File: config.mk
export PLATFORM = sky130hd
export DESIGN_NAME = ddp_aux_ctrl
export DESIGN_NICKNAME = d
export VERILOG_FILES = /design/src/logic/ddp_pkg.sv /design/src/logic/ddp_ptr_pair.sv /design/src/logic/ddp_aux_ctrl.sv
export VERILOG_INCLUDE_DIRS = /design/src /design/src/logic
export SDC_FILE = /design/constraint.sdc
export NUM_CORES = 1
export LEC_CHECK = 0
export ABC_AREA = 0
export ABC_CLOCK_PERIOD_IN_PS = 4200
export BUFFER_PORTS_ARGS = -buffer_cell sky130_fd_sc_hd__buf_2
export CAP_MARGIN = 20
export CORE_ASPECT_RATIO = 0.75
export CORE_UTILIZATION = 53
export DETAILED_ROUTE_END_ITERATION = 10
export PLACE_DENSITY_LB_ADDON = 0.08
export REMOVE_ABC_BUFFERS = 1
export SETUP_SLACK_MARGIN = 0.1
export SYNTH_ARGS = -nofsm -noshare
export SYNTH_HDL_FRONTEND = slang
export SYNTH_HIERARCHICAL = 1
export SYNTH_SLANG_ARGS = --single-unit
export TNS_END_PERCENT = 10
File: constraint.sdc
create_clock -name core_clk -period 4.2 [get_ports core_clk]
set_clock_uncertainty 0.1 [all_clocks]
set_input_delay 1.26 -clock core_clk [delete_from_list [all_inputs] [get_ports core_clk]]
set_output_delay 1.26 -clock core_clk [all_outputs]
set_load 0.03 [all_outputs]
File: src/logic/ddp_regs.svh
`ifndef DDP_REGS_SVH
`define DDP_REGS_SVH

// Register indices; byte address is four times the index
`define DDP_AUX_IDX        8'hA2
`define DDP_DATA_POINTER_ZERO_IDX      8'hB0
`define DDP_DATA_POINTER_ONE_IDX      8'hB1

// Field positions of aux_control_one
`define DDP_SEL_BIT        0
`define DDP_ZERO_BIT       2
`define DDP_FLAG_BIT       3
`define DDP_BOOT_BIT       5

// Bits that hold state; all others read as zero
`define DDP_AUX_MASK       8'h29
`define DDP_AUX_RST        8'h00

// Boot flash window in code space
`define DDP_BOOT_BASE      16'hF800

// Cycles for the strap to pass the synchroniser
`define DDP_STRAP_SETTLE   2'h2

// Avalon response codes
`define DDP_RESP_OK        2'h0
`define DDP_RESP_SLVERR    2'h2

`define DDP_PTR_RST        16'h0000
`define DDP_WORD_ZERO      32'h0000_0000

`endif

File: src/logic/ddp_pkg.sv
package ddp_pkg;

    typedef enum logic [0:0] {
        DDP_IDLE = 1'b0,
        DDP_ACK  = 1'b1
    } ddp_bus_state_t;

    // Pointer operation from the core datapath
    typedef struct packed {
        logic        load;
        logic        inc;
        logic [15:0] value;
    } ddp_ptr_op_t;

    // Pointer write from the register bus
    typedef struct packed {
        logic        wr0;
        logic        wr1;
        logic [1:0]  be;
        logic [15:0] data;
    } ddp_ptr_wr_t;

    typedef struct packed {
        logic [15:0] p0;
        logic [15:0] p1;
        logic [15:0] sel_addr;
    } ddp_ptr_state_t;

    typedef struct packed {
        ddp_bus_state_t bus_st;
        logic [31:0]    rdata;
        logic [1:0]     resp;
        logic [7:0]     aux;
        logic           strap_s1;
        logic           strap_s2;
        logic [1:0]     strap_cnt;
        logic           strap_done;
        logic           boot_hit;
    } ddp_top_state_t;

endpackage

File: src/logic/ddp_ptr_pair.sv
`timescale 1ns/1ps
`default_nettype none
`include "ddp_regs.svh"

module ddp_ptr_pair
    import ddp_pkg::*;
(
    input  wire logic        core_clk,
    input  wire logic        rst,
    input  wire logic        sel_d,
    input  wire ddp_ptr_op_t op,
    input  wire ddp_ptr_wr_t bus_wr,
    output logic [15:0]      ptr0,
    output logic [15:0]      ptr1,
    output logic [15:0]      sel_addr
);

    ddp_ptr_state_t st_q;
    ddp_ptr_state_t st_d;

    function automatic logic [15:0] ddp_apply_op(
        input logic [15:0] cur,
        input ddp_ptr_op_t o
    );
        logic [15:0] r;
        r = cur;
        if (o.load) begin
            r = o.value;
        end else if (o.inc) begin
            r = 16'(cur + 16'h0001);
        end
        return r;
    endfunction

    function automatic logic [15:0] ddp_apply_wr(
        input logic [15:0] cur,
        input ddp_ptr_wr_t w
    );
        logic [15:0] r;
        r = cur;
        if (w.be[0]) begin
            r[7:0] = w.data[7:0];
        end
        if (w.be[1]) begin
            r[15:8] = w.data[15:8];
        end
        return r;
    endfunction

    always_comb begin
        st_d = st_q;
        // Core operations touch the selected pointer only
        if (sel_d) begin
            st_d.p1 = ddp_apply_op(st_q.p1, op);
        end else begin
            st_d.p0 = ddp_apply_op(st_q.p0, op);
        end
        // Bus writes take precedence over a core operation
        if (bus_wr.wr0) begin
            st_d.p0 = ddp_apply_wr(st_q.p0, bus_wr);
        end
        if (bus_wr.wr1) begin
            st_d.p1 = ddp_apply_wr(st_q.p1, bus_wr);
        end
        // Only the selected pointer drives the data address
        st_d.sel_addr = sel_d ? st_d.p1 : st_d.p0;
    end

    always_ff @(posedge core_clk) begin
        if (rst) begin
            st_q <= '{p0: `DDP_PTR_RST, p1: `DDP_PTR_RST,
                      sel_addr: `DDP_PTR_RST};
        end else begin
            st_q <= st_d;
        end
    end

    assign ptr0     = st_q.p0;
    assign ptr1     = st_q.p1;
    assign sel_addr = st_q.sel_addr;

endmodule

`default_nettype wire

File: src/logic/ddp_aux_ctrl.sv
// The Avalon-MM slave port was left to the implementer.
`timescale 1ns/1ps
`default_nettype none
`include "ddp_regs.svh"

module ddp_aux_ctrl
    import ddp_pkg::*;
#(
    parameter int ADDR_W = 10
)(
    input  wire logic              core_clk,
    input  wire logic              rst,
    input  wire logic [ADDR_W-1:0] address,
    input  wire logic              read,
    input  wire logic              write,
    input  wire logic [31:0]       writedata,
    input  wire logic [3:0]        byteenable,
    output logic [31:0]            readdata,
    output logic [1:0]             response,
    output logic                   waitrequest,
    input  wire ddp_ptr_op_t       ptr_op,
    input  wire logic              aux_inc,
    input  wire logic [15:0]       code_addr,
    input  wire logic              boot_jump_config,
    output logic [15:0]            xdata_addr,
    output logic                   pointer_select,
    output logic                   user_flag_three,
    output logic                   boot_flash_map,
    output logic                   boot_hit
);

    ddp_top_state_t st_q;
    ddp_top_state_t st_d;
    ddp_ptr_wr_t    ptr_wr;
    logic [15:0]    data_pointer_zero;
    logic [15:0]    data_pointer_one;
    logic           bus_req;
    logic           hit_aux;
    logic           hit_p0;
    logic           hit_p1;

    // Byte address match against a register index
    function automatic logic ddp_hit(
        input logic [ADDR_W-1:0] addr,
        input logic [7:0]        idx
    );
        logic [ADDR_W-1:0] byte_addr;
        byte_addr = ADDR_W'({idx, 2'b00});
        return addr == byte_addr;
    endfunction

    // Reserved bits and bit 2 always read as zero
    function automatic logic [7:0] ddp_aux_view(
        input logic [7:0] aux
    );
        return aux & `DDP_AUX_MASK;
    endfunction

    assign bus_req = read | write;
    assign hit_aux = ddp_hit(address, `DDP_AUX_IDX);
    assign hit_p0  = ddp_hit(address, `DDP_DATA_POINTER_ZERO_IDX);
    assign hit_p1  = ddp_hit(address, `DDP_DATA_POINTER_ONE_IDX);

    always_comb begin
        st_d = st_q;

        // Two-stage synchroniser on the boot strap pin
        st_d.strap_s1 = boot_jump_config;
        st_d.strap_s2 = st_q.strap_s1;

        // Strap loads bit 5 once the synchroniser has settled
        if (!st_q.strap_done) begin
            if (st_q.strap_cnt == `DDP_STRAP_SETTLE) begin
                st_d.aux[`DDP_BOOT_BIT] = st_q.strap_s2;
                st_d.strap_done         = 1'b1;
            end else begin
                st_d.strap_cnt = 2'(st_q.strap_cnt + 2'h1);
            end
        end

        // Whole-register increment: bit 2 never holds a carry
        if (aux_inc && st_q.strap_done) begin
            st_d.aux = ddp_aux_view(8'(ddp_aux_view(st_q.aux) + 8'h01));
        end

        case (st_q.bus_st)
            DDP_IDLE: begin
                if (bus_req && st_q.strap_done) begin
                    st_d.bus_st = DDP_ACK;
                    st_d.resp   = `DDP_RESP_OK;
                    st_d.rdata  = `DDP_WORD_ZERO;
                    if (hit_aux) begin
                        st_d.rdata[7:0] = ddp_aux_view(st_q.aux);
                    end else if (hit_p0) begin
                        st_d.rdata[15:0] = data_pointer_zero;
                    end else if (hit_p1) begin
                        st_d.rdata[15:0] = data_pointer_one;
                    end else begin
                        st_d.resp = `DDP_RESP_SLVERR;
                    end
                end
            end
            DDP_ACK: begin
                st_d.bus_st = DDP_IDLE;
                // Byte write only; reserved bits stay zero
                if (write && hit_aux && byteenable[0]) begin
                    st_d.aux = ddp_aux_view(writedata[7:0]);
                end
            end
            default: begin
                st_d.bus_st = DDP_IDLE;
            end
        endcase

        // Boot flash decode in the top 2 KB of code space
        st_d.boot_hit = st_d.aux[`DDP_BOOT_BIT] &&
                        (code_addr >= `DDP_BOOT_BASE);
    end

    // Pointer writes from the bus land at the acknowledge edge
    always_comb begin
        ptr_wr      = '0;
        ptr_wr.be   = byteenable[1:0];
        ptr_wr.data = writedata[15:0];
        if (st_q.bus_st == DDP_ACK && write) begin
            ptr_wr.wr0 = hit_p0;
            ptr_wr.wr1 = hit_p1;
        end
    end

    always_ff @(posedge core_clk) begin
        if (rst) begin
            st_q.bus_st     <= DDP_IDLE;
            st_q.rdata      <= `DDP_WORD_ZERO;
            st_q.resp       <= `DDP_RESP_OK;
            st_q.aux        <= `DDP_AUX_RST;
            st_q.strap_s1   <= 1'b0;
            st_q.strap_s2   <= 1'b0;
            st_q.strap_cnt  <= 2'h0;
            st_q.strap_done <= 1'b0;
            st_q.boot_hit   <= 1'b0;
        end else begin
            st_q <= st_d;
        end
    end

    ddp_ptr_pair u_ptr_pair (
        .core_clk (core_clk),
        .rst      (rst),
        .sel_d    (st_d.aux[`DDP_SEL_BIT]),
        .op       (ptr_op),
        .bus_wr   (ptr_wr),
        .ptr0     (data_pointer_zero),
        .ptr1     (data_pointer_one),
        .sel_addr (xdata_addr)
    );

    assign waitrequest     = (st_q.bus_st != DDP_ACK);
    assign readdata        = st_q.rdata;
    assign response        = st_q.resp;
    assign pointer_select  = st_q.aux[`DDP_SEL_BIT];
    assign user_flag_three = st_q.aux[`DDP_FLAG_BIT];
    assign boot_flash_map  = st_q.aux[`DDP_BOOT_BIT];
    assign boot_hit        = st_q.boot_hit;

endmodule

`default_nettype wire

==> results.py, run 1 <==
metrics = {
    "global_route": {
        "globalRouteOverflowTotal": 0,
        "grt_max_degree": 31,
        "grt_use_total": 0.307,
        "grt_pass1_wl_um": 22700,
        "grt_pass1_vias": 4141,
        "antenna_found_initial": 0,
    },
    "worst_setup_path": {
        "cp_slowest_stage_delay_ns": 0.49,
        "worstPathMaxFanout": 19,
        "crit_path_cell_trace": "buf_2, nor4_4, nand4_1, mux2_2, buf_4, nor2b_1, nand2_1, o221ai_1, a21boi_0, o21ai_0",
        "critPathLaunchType": "input port",
        "worstSetupPathType": "input port to register",
        "rr_worst_depth": 9,
        "cpMaxStageDelayCell": "nor2b_1",
        "regToRegStartpoint": "st_q[48]",
        "crit_start": "address[1]",
        "cp-endpoint": "u_ptr_pair/sel_addr[8]",
        "arrival_ns": 3.71,
        "r2r-end": "u_ptr_pair/sel_addr[8]",
        "rrSetupSlack_ns": 1.45,
        "cp.required_ns": 4.31,
        "setup.worst_path.end_class": "register",
    },
    "synthesis": {
        "netlist_instances": 585,
        "syn_area_mm2": 0.00499,
        "synthArstFlopShare": 0,
        "synth-seq-cells": 75,
        "yosysUniqueCellTypes": 78,
        "yosysWarnings": 6,
        "synth-main-ff-cell": "dfxtp_1",
        "yosysSeqAreaShare": 0.301,
        "synth.avg_cell_area_um2": 8.54,
        "synth-edff-count": 0,
    },
    "pwr": {
        "seq_power_share": 0.367,
        "ir_drop_uv": 333,
        "p_sw_frac": 0.366,
        "power-per-cell-area_mw_per_mm2": 463,
        "p_switching_uw": 958,
        "power_frac_comb": 0.322,
        "p_clk_frac": 0.311,
        "leakagePower_uw": 0.00237,
        "internal-power_uw": 1660,
    },
    "clock_tree": {
        "cts_tree": "built",
        "clk_latency_ns": 0.34,
        "cts_inserted_buffers": 9,
        "postCtsSetupRepairBufs": 0,
        "cts_hold_buf": 0,
        "clk_pin_slew_ns": 0.06,
        "cts.sinks": 75,
        "cts_buffer_depth": 2,
        "cts-root-buf": "clkbuf_16",
        "htree_levels": 3,
        "cts_resized": 0,
    },
    "cells_and_area": {
        "fin_nets": 740,
        "fin_cells": 784,
        "final-seq-area_mm2": 0.00150,
        "nFillCells": 856,
        "antennaDiodeCount": 0,
        "areaGrowthSynthToFinish_pct": 12.9,
        "drive_above_1_share": 0.258,
        "multiInputGateArea_mm2": 0.00303,
    },
    "timing": {
        "fin_crit_sh": 0.856,
        "fmax_ghz": 0.278,
        "hold_ws_ns": 0.352,
        "fin_crit_ns": 3.60,
        "setup_violations": 0,
        "relSlewSlack": 0.357,
        "hold_viol": 0,
        "slew_violations": 0,
        "rsz0062_at_grt": "no",
        "worst_slew_pin_slew_ns": 0.961,
    },
    "floorplanning": {
        "die_h_um": 86.1,
        "io_pins": 141,
        "rows": 30,
        "dieArea_mm2": 0.00982,
        "start_util": 0.550,
        "core_area_mm2": 0.00908,
        "fp.dieW_um": 114,
    },
    "placement": {
        "gp_congestion": 0.931,
        "io_buffers": 94,
        "place_inst": 768,
        "dp_hpwl_um": 10700,
    },
    "drt": {
        "drt.antenna.violating_nets": 0,
        "routedWlPerCell_um": 18.9,
        "first_iter_violations": 511,
        "via_count": 4814,
        "vias_per_cell": 6.14,
        "drc": 0,
        "wirelength_um": 14900,
        "dr.pass1.iters": 5,
    },
    "flow_run": {
        "drv_cap": 0,
    },
    "hold_path": {
        "hold_path.class": "register to register",
    },
    "outcome": {
        "status": "complete, no violations",
    },
}
==> layout by cell type, fill, tap and decap left out, drive strengths merged, types with 5 or more instances in the layout <==
cell type and n:
nor4 14, o21ai 38, conb 17, mux2i 41, inv 10, o31ai 5, o2bb2ai 13, nand4 13
a21oi 24, buf 111, nor2b 6, and3 8, o21a 5, nor3 9, dfxtp 75, o221ai 6
xnor2 7, o22ai 10, mux2 12, nor2 45, nand2b 6, nand2 65, nand3 18, clkbuf 11
==> kinds of logic (layout without fill, tap and decap cells) <==
kind of cell             Yosys count  in the layout  synth area share
flip-flops                        75             75             0.301
AO/OA/AOI/OAI                    156            156             0.235
XOR/XNOR                          10             10            0.0175
multiplexers                      53             53             0.110
buffers and inverters             82            137             0.107
AND/OR/NAND/NOR                  205            205             0.222
other                              1             17          0.000751
adder cells (fa/ha/maj)            3              3           0.00752
==> registers in the layout, indices dropped and copies added (netlist names) <==
name,count
u_ptr_pair/ptr0,16
st_q,5
st_d,1
user_flag_three,1
pointer_select,1
boot_hit,1
u_ptr_pair/sel_addr,16
u_ptr_pair/ptr1,16
response,1
boot_flash_map,1
readdata,16
==> Yosys cell counts (all sizes together) (10+ instances only) <==
cell type  instances  area, um^2
mux2i             41         410
nand3             18        95.1
a21oi             24         120
nand4             13         118
nor4              14         136
buf               53         374
inv               10        37.5
nor2              45         171
o21ai             38         190
mux2              12         139
nand2             65         254
dfxtp             75        1500
clkbuf            19         121
o22ai             10        62.6
o2bb2ai           13         176
==> power by group through the flow <==
stage	sequential [uW]	combinational, uW	clock, uW
3_5_place_dp	969	822	0
2_1_floorplan	1020	479	0
4_1_cts	955	827	825
3_3_place_gp	964	806	0
5_1_grt	974	909	859
6_report	959	840	814
==> worst min-delay path by stage <==
stage | startpoint | to | cells past startpoint
detailed placement | st_d[4] | st_q[4] | 1
floorplan | st_d[4] | st_q[4] | 1
global route | st_d[4] | st_q[4] | 1
finish | st_d[4] | st_q[4] | 1
global placement | st_d[4] | st_q[4] | 1
CTS | st_d[4] | st_q[4] | 1
==> stage by stage <==
| stage | total power (uW) | setup WS, ns | setup TNS [ns] | utilization | cell area (um^2) |
|---|---|---|---|---|---|
| floorplan | 1500 | -1.12 | -29.51 | - | 4560 |
| global placement | 1770 | 0.355 | 0 | 0.587 | 5330 |
| detailed placement | 1790 | 0.299 | 0 | 0.587 | 5330 |
| CTS | 2610 | 0.639 | 0 | 0.621 | 5640 |
| global route | 2740 | 0.461 | 0 | 0.621 | 5640 |
| finish | 2610 | 0.604 | 0 | 0.621 | 5640 |
==> area by class of cell <==
type / count / area share
clock buffer: 11 / 0.0413
sequential: 75 / 0.266
clock inverter: 5 / 0.0138
multi-input combinational: 444 / 0.538
timing repair buffer: 111 / 0.106
tap: 128 / 0.0284
inverter: 10 / 0.00666
==> critical path, delay by kind of cell <==
kind	cells	cell delay [ns]
compound gates	3	0.52
buf+inv	2	0.37
mux	1	0.40
simple gates	4	1.15
==> layer usage <==
metal / routed length [um] / track usage
met5: 0 / 0
met4: 232 / 0.0897
met3: 1270 / 0.0678
met2: 6170 / 0.437
met1: 7190 / 0.457
Power figures use the tool's default switching activity.
==> run 2, diff against run 1 <==
Settings changed: ABC_AREA 0 to 1, CORE_UTILIZATION 53 to 54.
==> run 2 against run 1 <==
Combinational power up 19%. Sequential power up 4.2%. Sequential share of layout area fell by 1.2 points. Via count rose by 19%. Critical path depth up 6. Highest routed layer unchanged.
==> results.py, run 2 <==
metrics = {
    "outcome": {
        "status": "complete, no violations",
    },
    "clock_tree": {
        "postCtsSetupRepairBufs": 0,
        "htree_levels": 3,
        "cts-root-buf": "clkbuf_16",
        "cts_inserted_buffers": 9,
        "cts_resized": 0,
        "cts_hold_buf": 0,
        "clk_latency_ns": 0.34,
        "clk_pin_slew_ns": 0.06,
        "cts_buffer_depth": 2,
        "cts.sinks": 75,
        "cts_tree": "built",
    },
    "timing": {
        "rsz0062_at_grt": "no",
        "fmax_ghz": 0.294,
        "relSlewSlack": 0.455,
        "fin_crit_ns": 3.40,
        "fin_crit_sh": 0.809,
        "worst_slack_ns": 0.802,
        "hold_ws_ns": 0.310,
        "setup_tns_ns": 0,
        "worst_slew_pin_slew_ns": 0.813,
        "setup_violations": 0,
        "hold_viol": 0,
        "slew_violations": 0,
    },
    "synthesis": {
        "yosysUniqueCellTypes": 36,
        "syn_area_mm2": 0.00526,
        "synthArstFlopShare": 0,
        "synth_top_area_cell": "dfxtp_1",
        "netlist_instances": 849,
        "synth.avg_cell_area_um2": 6.19,
        "synth.top_cells.by_count": "nand2_1, nand3_1, dfxtp_1",
        "synth-seq-cells": 75,
        "synth_top_area_share": 0.286,
        "yosysSeqAreaShare": 0.286,
        "synth-main-ff-cell": "dfxtp_1",
        "synthTopCellsByArea": "dfxtp_1, nand2_1, nand3_1",
        "synth.most_common_cell": "nand2_1",
        "yosysWarnings": 6,
        "synth-edff-count": 0,
    },
    "drt": {
        "wirelength_um": 15500,
        "drt.antenna.violating_nets": 0,
        "routedWlPerCell_um": 14.9,
        "dr.pass1.iters": 6,
        "first_iter_violations": 537,
        "via_count": 5708,
        "drc": 0,
        "vias_per_cell": 5.49,
    },
    "floorplanning": {
        "rows": 30,
        "start_util": 0.569,
        "io_pins": 141,
        "die_h_um": 87.5,
        "core_area_mm2": 0.00923,
        "fp.dieW_um": 116,
        "dieArea_mm2": 0.0101,
    },
    "worst_setup_path": {
        "critPathLaunchType": "input port",
        "cpMaxStageDelayCell": "buf_4",
        "worstPathMaxFanout": 53,
        "crit_path_cell_trace": "buf_2, inv_1, nand2_1, nor2_1, nand2_1, nor2_2, nand2_2, nand2_1, o21ai_1, inv_1, buf_4, o211ai_1, o21ai_0, o21ai_0, o21ai_0, nor2_1",
        "cp.required_ns": 4.33,
        "cp_slowest_stage_delay_ns": 0.49,
        "worstSetupPathType": "input port to register",
        "setup.worst_path.end_class": "register",
        "arrival_ns": 3.53,
    },
    "cells_and_area": {
        "mostFrequentLayoutCells": "nand2_1, nand3_1, buf_2",
        "nFillCells": 929,
        "final_util": 0.641,
        "multiInputGateArea_mm2": 0.00306,
        "layout_commonest_cell": "nand2_1",
        "fin_cells": 1039,
        "drive_above_1_share": 0.190,
        "final-seq-area_mm2": 0.00150,
        "areaGrowthSynthToFinish_pct": 12.5,
        "fin_nets": 995,
        "antennaDiodeCount": 0,
    },
    "global_route": {
        "globalRouteOverflowTotal": 0,
        "grt_max_degree": 54,
        "antenna_found_initial": 0,
        "grt_pass1_vias": 4930,
        "grt_pass1_wl_um": 24400,
        "grt_use_total": 0.318,
    },
    "hold_path": {
        "hold_path.class": "register to register",
    },
    "placement": {
        "dp_hpwl_um": 11000,
        "preCtsSetupSlack_ns": 0.521,
        "gp_congestion": 0.930,
        "io_buffers": 94,
        "place_inst": 1023,
    },
    "pwr": {
        "ir_drop_uv": 279,
        "power-per-cell-area_mw_per_mm2": 489,
        "leakagePower_uw": 0.00278,
    },
    "flow_run": {
        "drv_cap": 0,
    },
}
run 2: cell count changes in the layout (fill, tap and decap cells not counted), moves of 17 or more:
| cell | previous run | this run |
|---|---|---|
| nand3_1 | 17 | 102 |
| mux2i_1 | 41 | 0 |
| nor2_1 | 44 | 61 |
| nand2_1 | 63 | 246 |
| inv_1 | 10 | 74 |
| a21oi_1 | 24 | 69 |
run 2: worst max-delay path, delay by kind of cell:
| kind | cells | cell delay (ns) |
|---|---|---|
| buffers and inverters | 4 | 0.80 |
| and+or+nand+nor | 7 | 0.80 |
| AOI/OAI and AO/OA | 5 | 0.65 |
run 2: layout make-up:
cell class | count | area share
Sequential cell | 75 | 0.254
Tap cell | 128 | 0.0271
Timing Repair Buffer | 104 | 0.0922
Multi-Input combinational cell | 635 | 0.518
Clock inverter | 7 | 0.0197
Clock buffer | 9 | 0.0381
Inverter | 81 | 0.0514
run 2: report_power, final:
group / internal (uW) / switching [uW]
Clock: 579 / 310
Sequential: 857 / 142
Combinational: 319 / 684
run 2: logic make-up (layout without fill, tap and decap cells):
kind of cell,after synthesis,count (layout),share of synthesized area
AND/OR/NAND/NOR,462,462,0.401
other,1,17,0.000713
AO/OA/AOI/OAI,151,151,0.159
XOR/XNOR,2,2,0.00333
flip-flops,75,75,0.286
adder cells (fa/ha/maj),3,3,0.00714
buffers and inverters,155,201,0.144
run 2: metal layers:
layer  track usage  vias to the layer above  wire length, um
met5             0                        -                0
li1              -                     2830                -
met4        0.0816                        0              117
met2         0.491                      313             6660
met3        0.0814                       11             1800
met1         0.438                     2554             6930
run 2: per-stage QoR:
stage	cell area, um^2	power, uW
6_report	5910	2890
5_1_grt	5910	3060
4_1_cts	5910	2880
3_5_place_dp	5570	1990
3_3_place_gp	5570	1960
2_1_floorplan	4870	1690
run 2: worst paths after layout:
check	from	to	slack, ns	depth (start not counted)
worst min-delay path	st_d[4]	st_q[4]	0.31	2
worst max-delay path	address[2]	u_ptr_pair/sel_addr[2]	0.80	16
worst max register to register	st_q[48]	u_ptr_pair/sel_addr[2]	1.70	12
worst min register to register	st_d[4]	st_q[4]	0.31	2
==> run 3, diff against run 2 <==
Settings changed: ABC_AREA 1 to 0, ABC_CLOCK_PERIOD_IN_PS 4200 to 2800, CORE_UTILIZATION 54 to 48.
Clock period 4.2 ns to 2.8 ns, I/O delays scaled along.
==> run 3 against run 2 <==
Clock power grew 35%. Total power grew 50%. Combinational power grew 70%. Hold slack gained 0.035 ns. Largest cell class unchanged. Register-to-register slack lost 1.2 ns. Via count shrank 10%. Critical endpoint is now u_ptr_pair/sel_addr[10]. Clock-buffer cell count grew 1.
==> results.py, run 3 (synthesis results as in run 1) <==
metrics = {
    "pwr": {
        "seq_power_share": 0.332,
        "internal-power_uw": 2700,
        "ir_drop_uv": 430,
        "power-per-cell-area_mw_per_mm2": 675,
        "p_clk_frac": 0.276,
        "power_frac_comb": 0.392,
        "p_sw_frac": 0.378,
        "leakagePower_uw": 0.00276,
        "p_switching_uw": 1640,
    },
    "floorplanning": {
        "rows": 31,
        "start_util": 0.505,
        "core_area_mm2": 0.00989,
        "dieArea_mm2": 0.0108,
        "io_pins": 141,
        "die_h_um": 90.3,
        "fp.dieW_um": 120,
    },
    "clock_tree": {
        "cts_tree": "built",
        "cts_hold_buf": 0,
        "cts-root-buf": "clkbuf_16",
        "htree_levels": 3,
        "cts_inserted_buffers": 9,
        "cts_buffer_depth": 2,
        "cts.sinks": 75,
        "clk_latency_ns": 0.34,
        "clk_pin_slew_ns": 0.07,
    },
    "drt": {
        "dr.pass1.iters": 5,
        "drt.antenna.violating_nets": 0,
        "drc": 0,
        "routedWlPerCell_um": 19.2,
        "vias_per_cell": 5.99,
        "via_count": 5130,
        "wirelength_um": 16400,
        "first_iter_violations": 418,
    },
    "placement": {
        "place_inst": 829,
        "dp_hpwl_um": 11900,
        "placed_cell_area_mm2": 0.00577,
        "gp_congestion": 0.933,
        "io_buffers": 94,
    },
    "timing": {
        "worst_slew_pin_slew_ns": 0.567,
        "fin_crit_sh": 0.953,
        "setup_violations": 0,
        "hold_viol": 0,
        "rsz0062_at_grt": "yes",
        "hold_ws_ns": 0.345,
        "fin_crit_ns": 2.67,
        "setup_tns_ns": 0,
        "slew_violations": 0,
        "relSlewSlack": 0.619,
        "fmax_ghz": 0.375,
    },
    "flow_run": {
        "drv_cap": 0,
    },
    "global_route": {
        "grt_pass1_vias": 4762,
        "grt_use_total": 0.304,
        "antenna_found_initial": 0,
        "globalRouteOverflowTotal": 0,
        "grt_max_degree": 21,
        "grt_pass1_wl_um": 25300,
    },
    "worst_setup_path": {
        "worstPathMaxFanout": 7,
        "critPathLaunchType": "input port",
        "worstSetupPathType": "input port to register",
        "cp.required_ns": 2.92,
        "setup.worst_path.end_class": "register",
        "arrival_ns": 2.79,
    },
    "cells_and_area": {
        "stdcell_area_mm2": 0.00643,
        "nFillCells": 880,
        "mostFrequentLayoutCells": "buf_2, dfxtp_1, buf_4",
        "fin_cells": 856,
        "layout_commonest_cell": "buf_2",
        "drive_above_1_share": 0.381,
        "areaGrowthSynthToFinish_pct": 28.7,
        "fin_nets": 808,
        "antennaDiodeCount": 0,
    },
    "hold_path": {
        "hold_path.class": "register to register",
    },
    "outcome": {
        "status": "complete, no violations",
    },
}
[run 3: changes by cell type in the layout (fill, tap and decap cells not counted), moves of 18 or more]
cell / before / now
nand2_1: 246 / 59
nand3_1: 102 / 17
buf_4: 10 / 75
inv_1: 74 / 9
a21oi_1: 69 / 19
mux2i_1: 0 / 40
o21ai_0: 43 / 19
nor2_1: 61 / 43
[run 3: timing repair]
| action | in CTS | in global routing |
|---|---|---|
| pin swaps | 6 | 17 |
| cloned | 0 | 0 |
| endpoints found under the setup margin | 32 | 34 |
| setup buffers | 6 | 5 |
| gates resized for setup | 10 | 61 |
| endpoints found under the hold margin | 0 | 0 |
[run 3: worst max-delay path, cell delays in order]
cell     delay [ns]
buf_2          0.11
nor4_4         0.27
nand4_1        0.17
mux2_4         0.40
buf_6          0.16
mux2_4         0.33
o221a_4        0.27
a21oi_4        0.13
o22ai_2        0.10
[run 3: worst paths after layout]
check	slack (ns)	cells after the start	startpoint	endpoint
setup reg to reg	0.52	5	u_ptr_pair/ptr0[0]	u_ptr_pair/sel_addr[4]
hold reg to reg	0.34	1	st_d[4]	st_q[4]
hold / removal	0.34	1	st_d[4]	st_q[4]
setup / recovery	0.13	9	address[1]	u_ptr_pair/sel_addr[10]
[run 3: cell type report]
cell class / count / area, um^2 / area share
Clock inverter: 6 / 73.8 / 0.0115
Multi-Input combinational cell: 444 / 3260 / 0.507
Timing Repair Buffer: 179 / 1160 / 0.181
Inverter: 10 / 37.5 / 0.00584
Clock buffer: 10 / 229 / 0.0356
Tap cell: 132 / 165 / 0.0257
Sequential cell: 75 / 1500 / 0.234
[run 3: per-layer routing]
metal | global-route usage | up-vias | routed length [um]
met2 | 0.475 | 271 | 7480
li1 | - | 2396 | -
met3 | 0.0638 | 52 | 1360
met5 | 0 | - | 0
met4 | 0.123 | 0 | 503
met1 | 0.406 | 2411 | 7110
[run 3: metrics by stage]
stage	util	power (uW)	setup WS [ns]
6_report	0.650	4340	0.132
5_1_grt	0.650	4530	0.0248
4_1_cts	0.624	4140	0.0800
3_5_place_dp	0.584	2890	-0.432
3_3_place_gp	0.584	2860	-0.399
2_1_floorplan	-	2240	-2.10
[run 3: power by group through the flow]
stage | clock (uW) | combinational [uW] | sequential (uW)
after floorplan | 0 | 719 | 1530
after global placement | 0 | 1420 | 1440
after detailed placement | 0 | 1440 | 1450
after CTS | 1220 | 1490 | 1420
after global routing | 1250 | 1820 | 1460
final | 1200 | 1700 | 1440
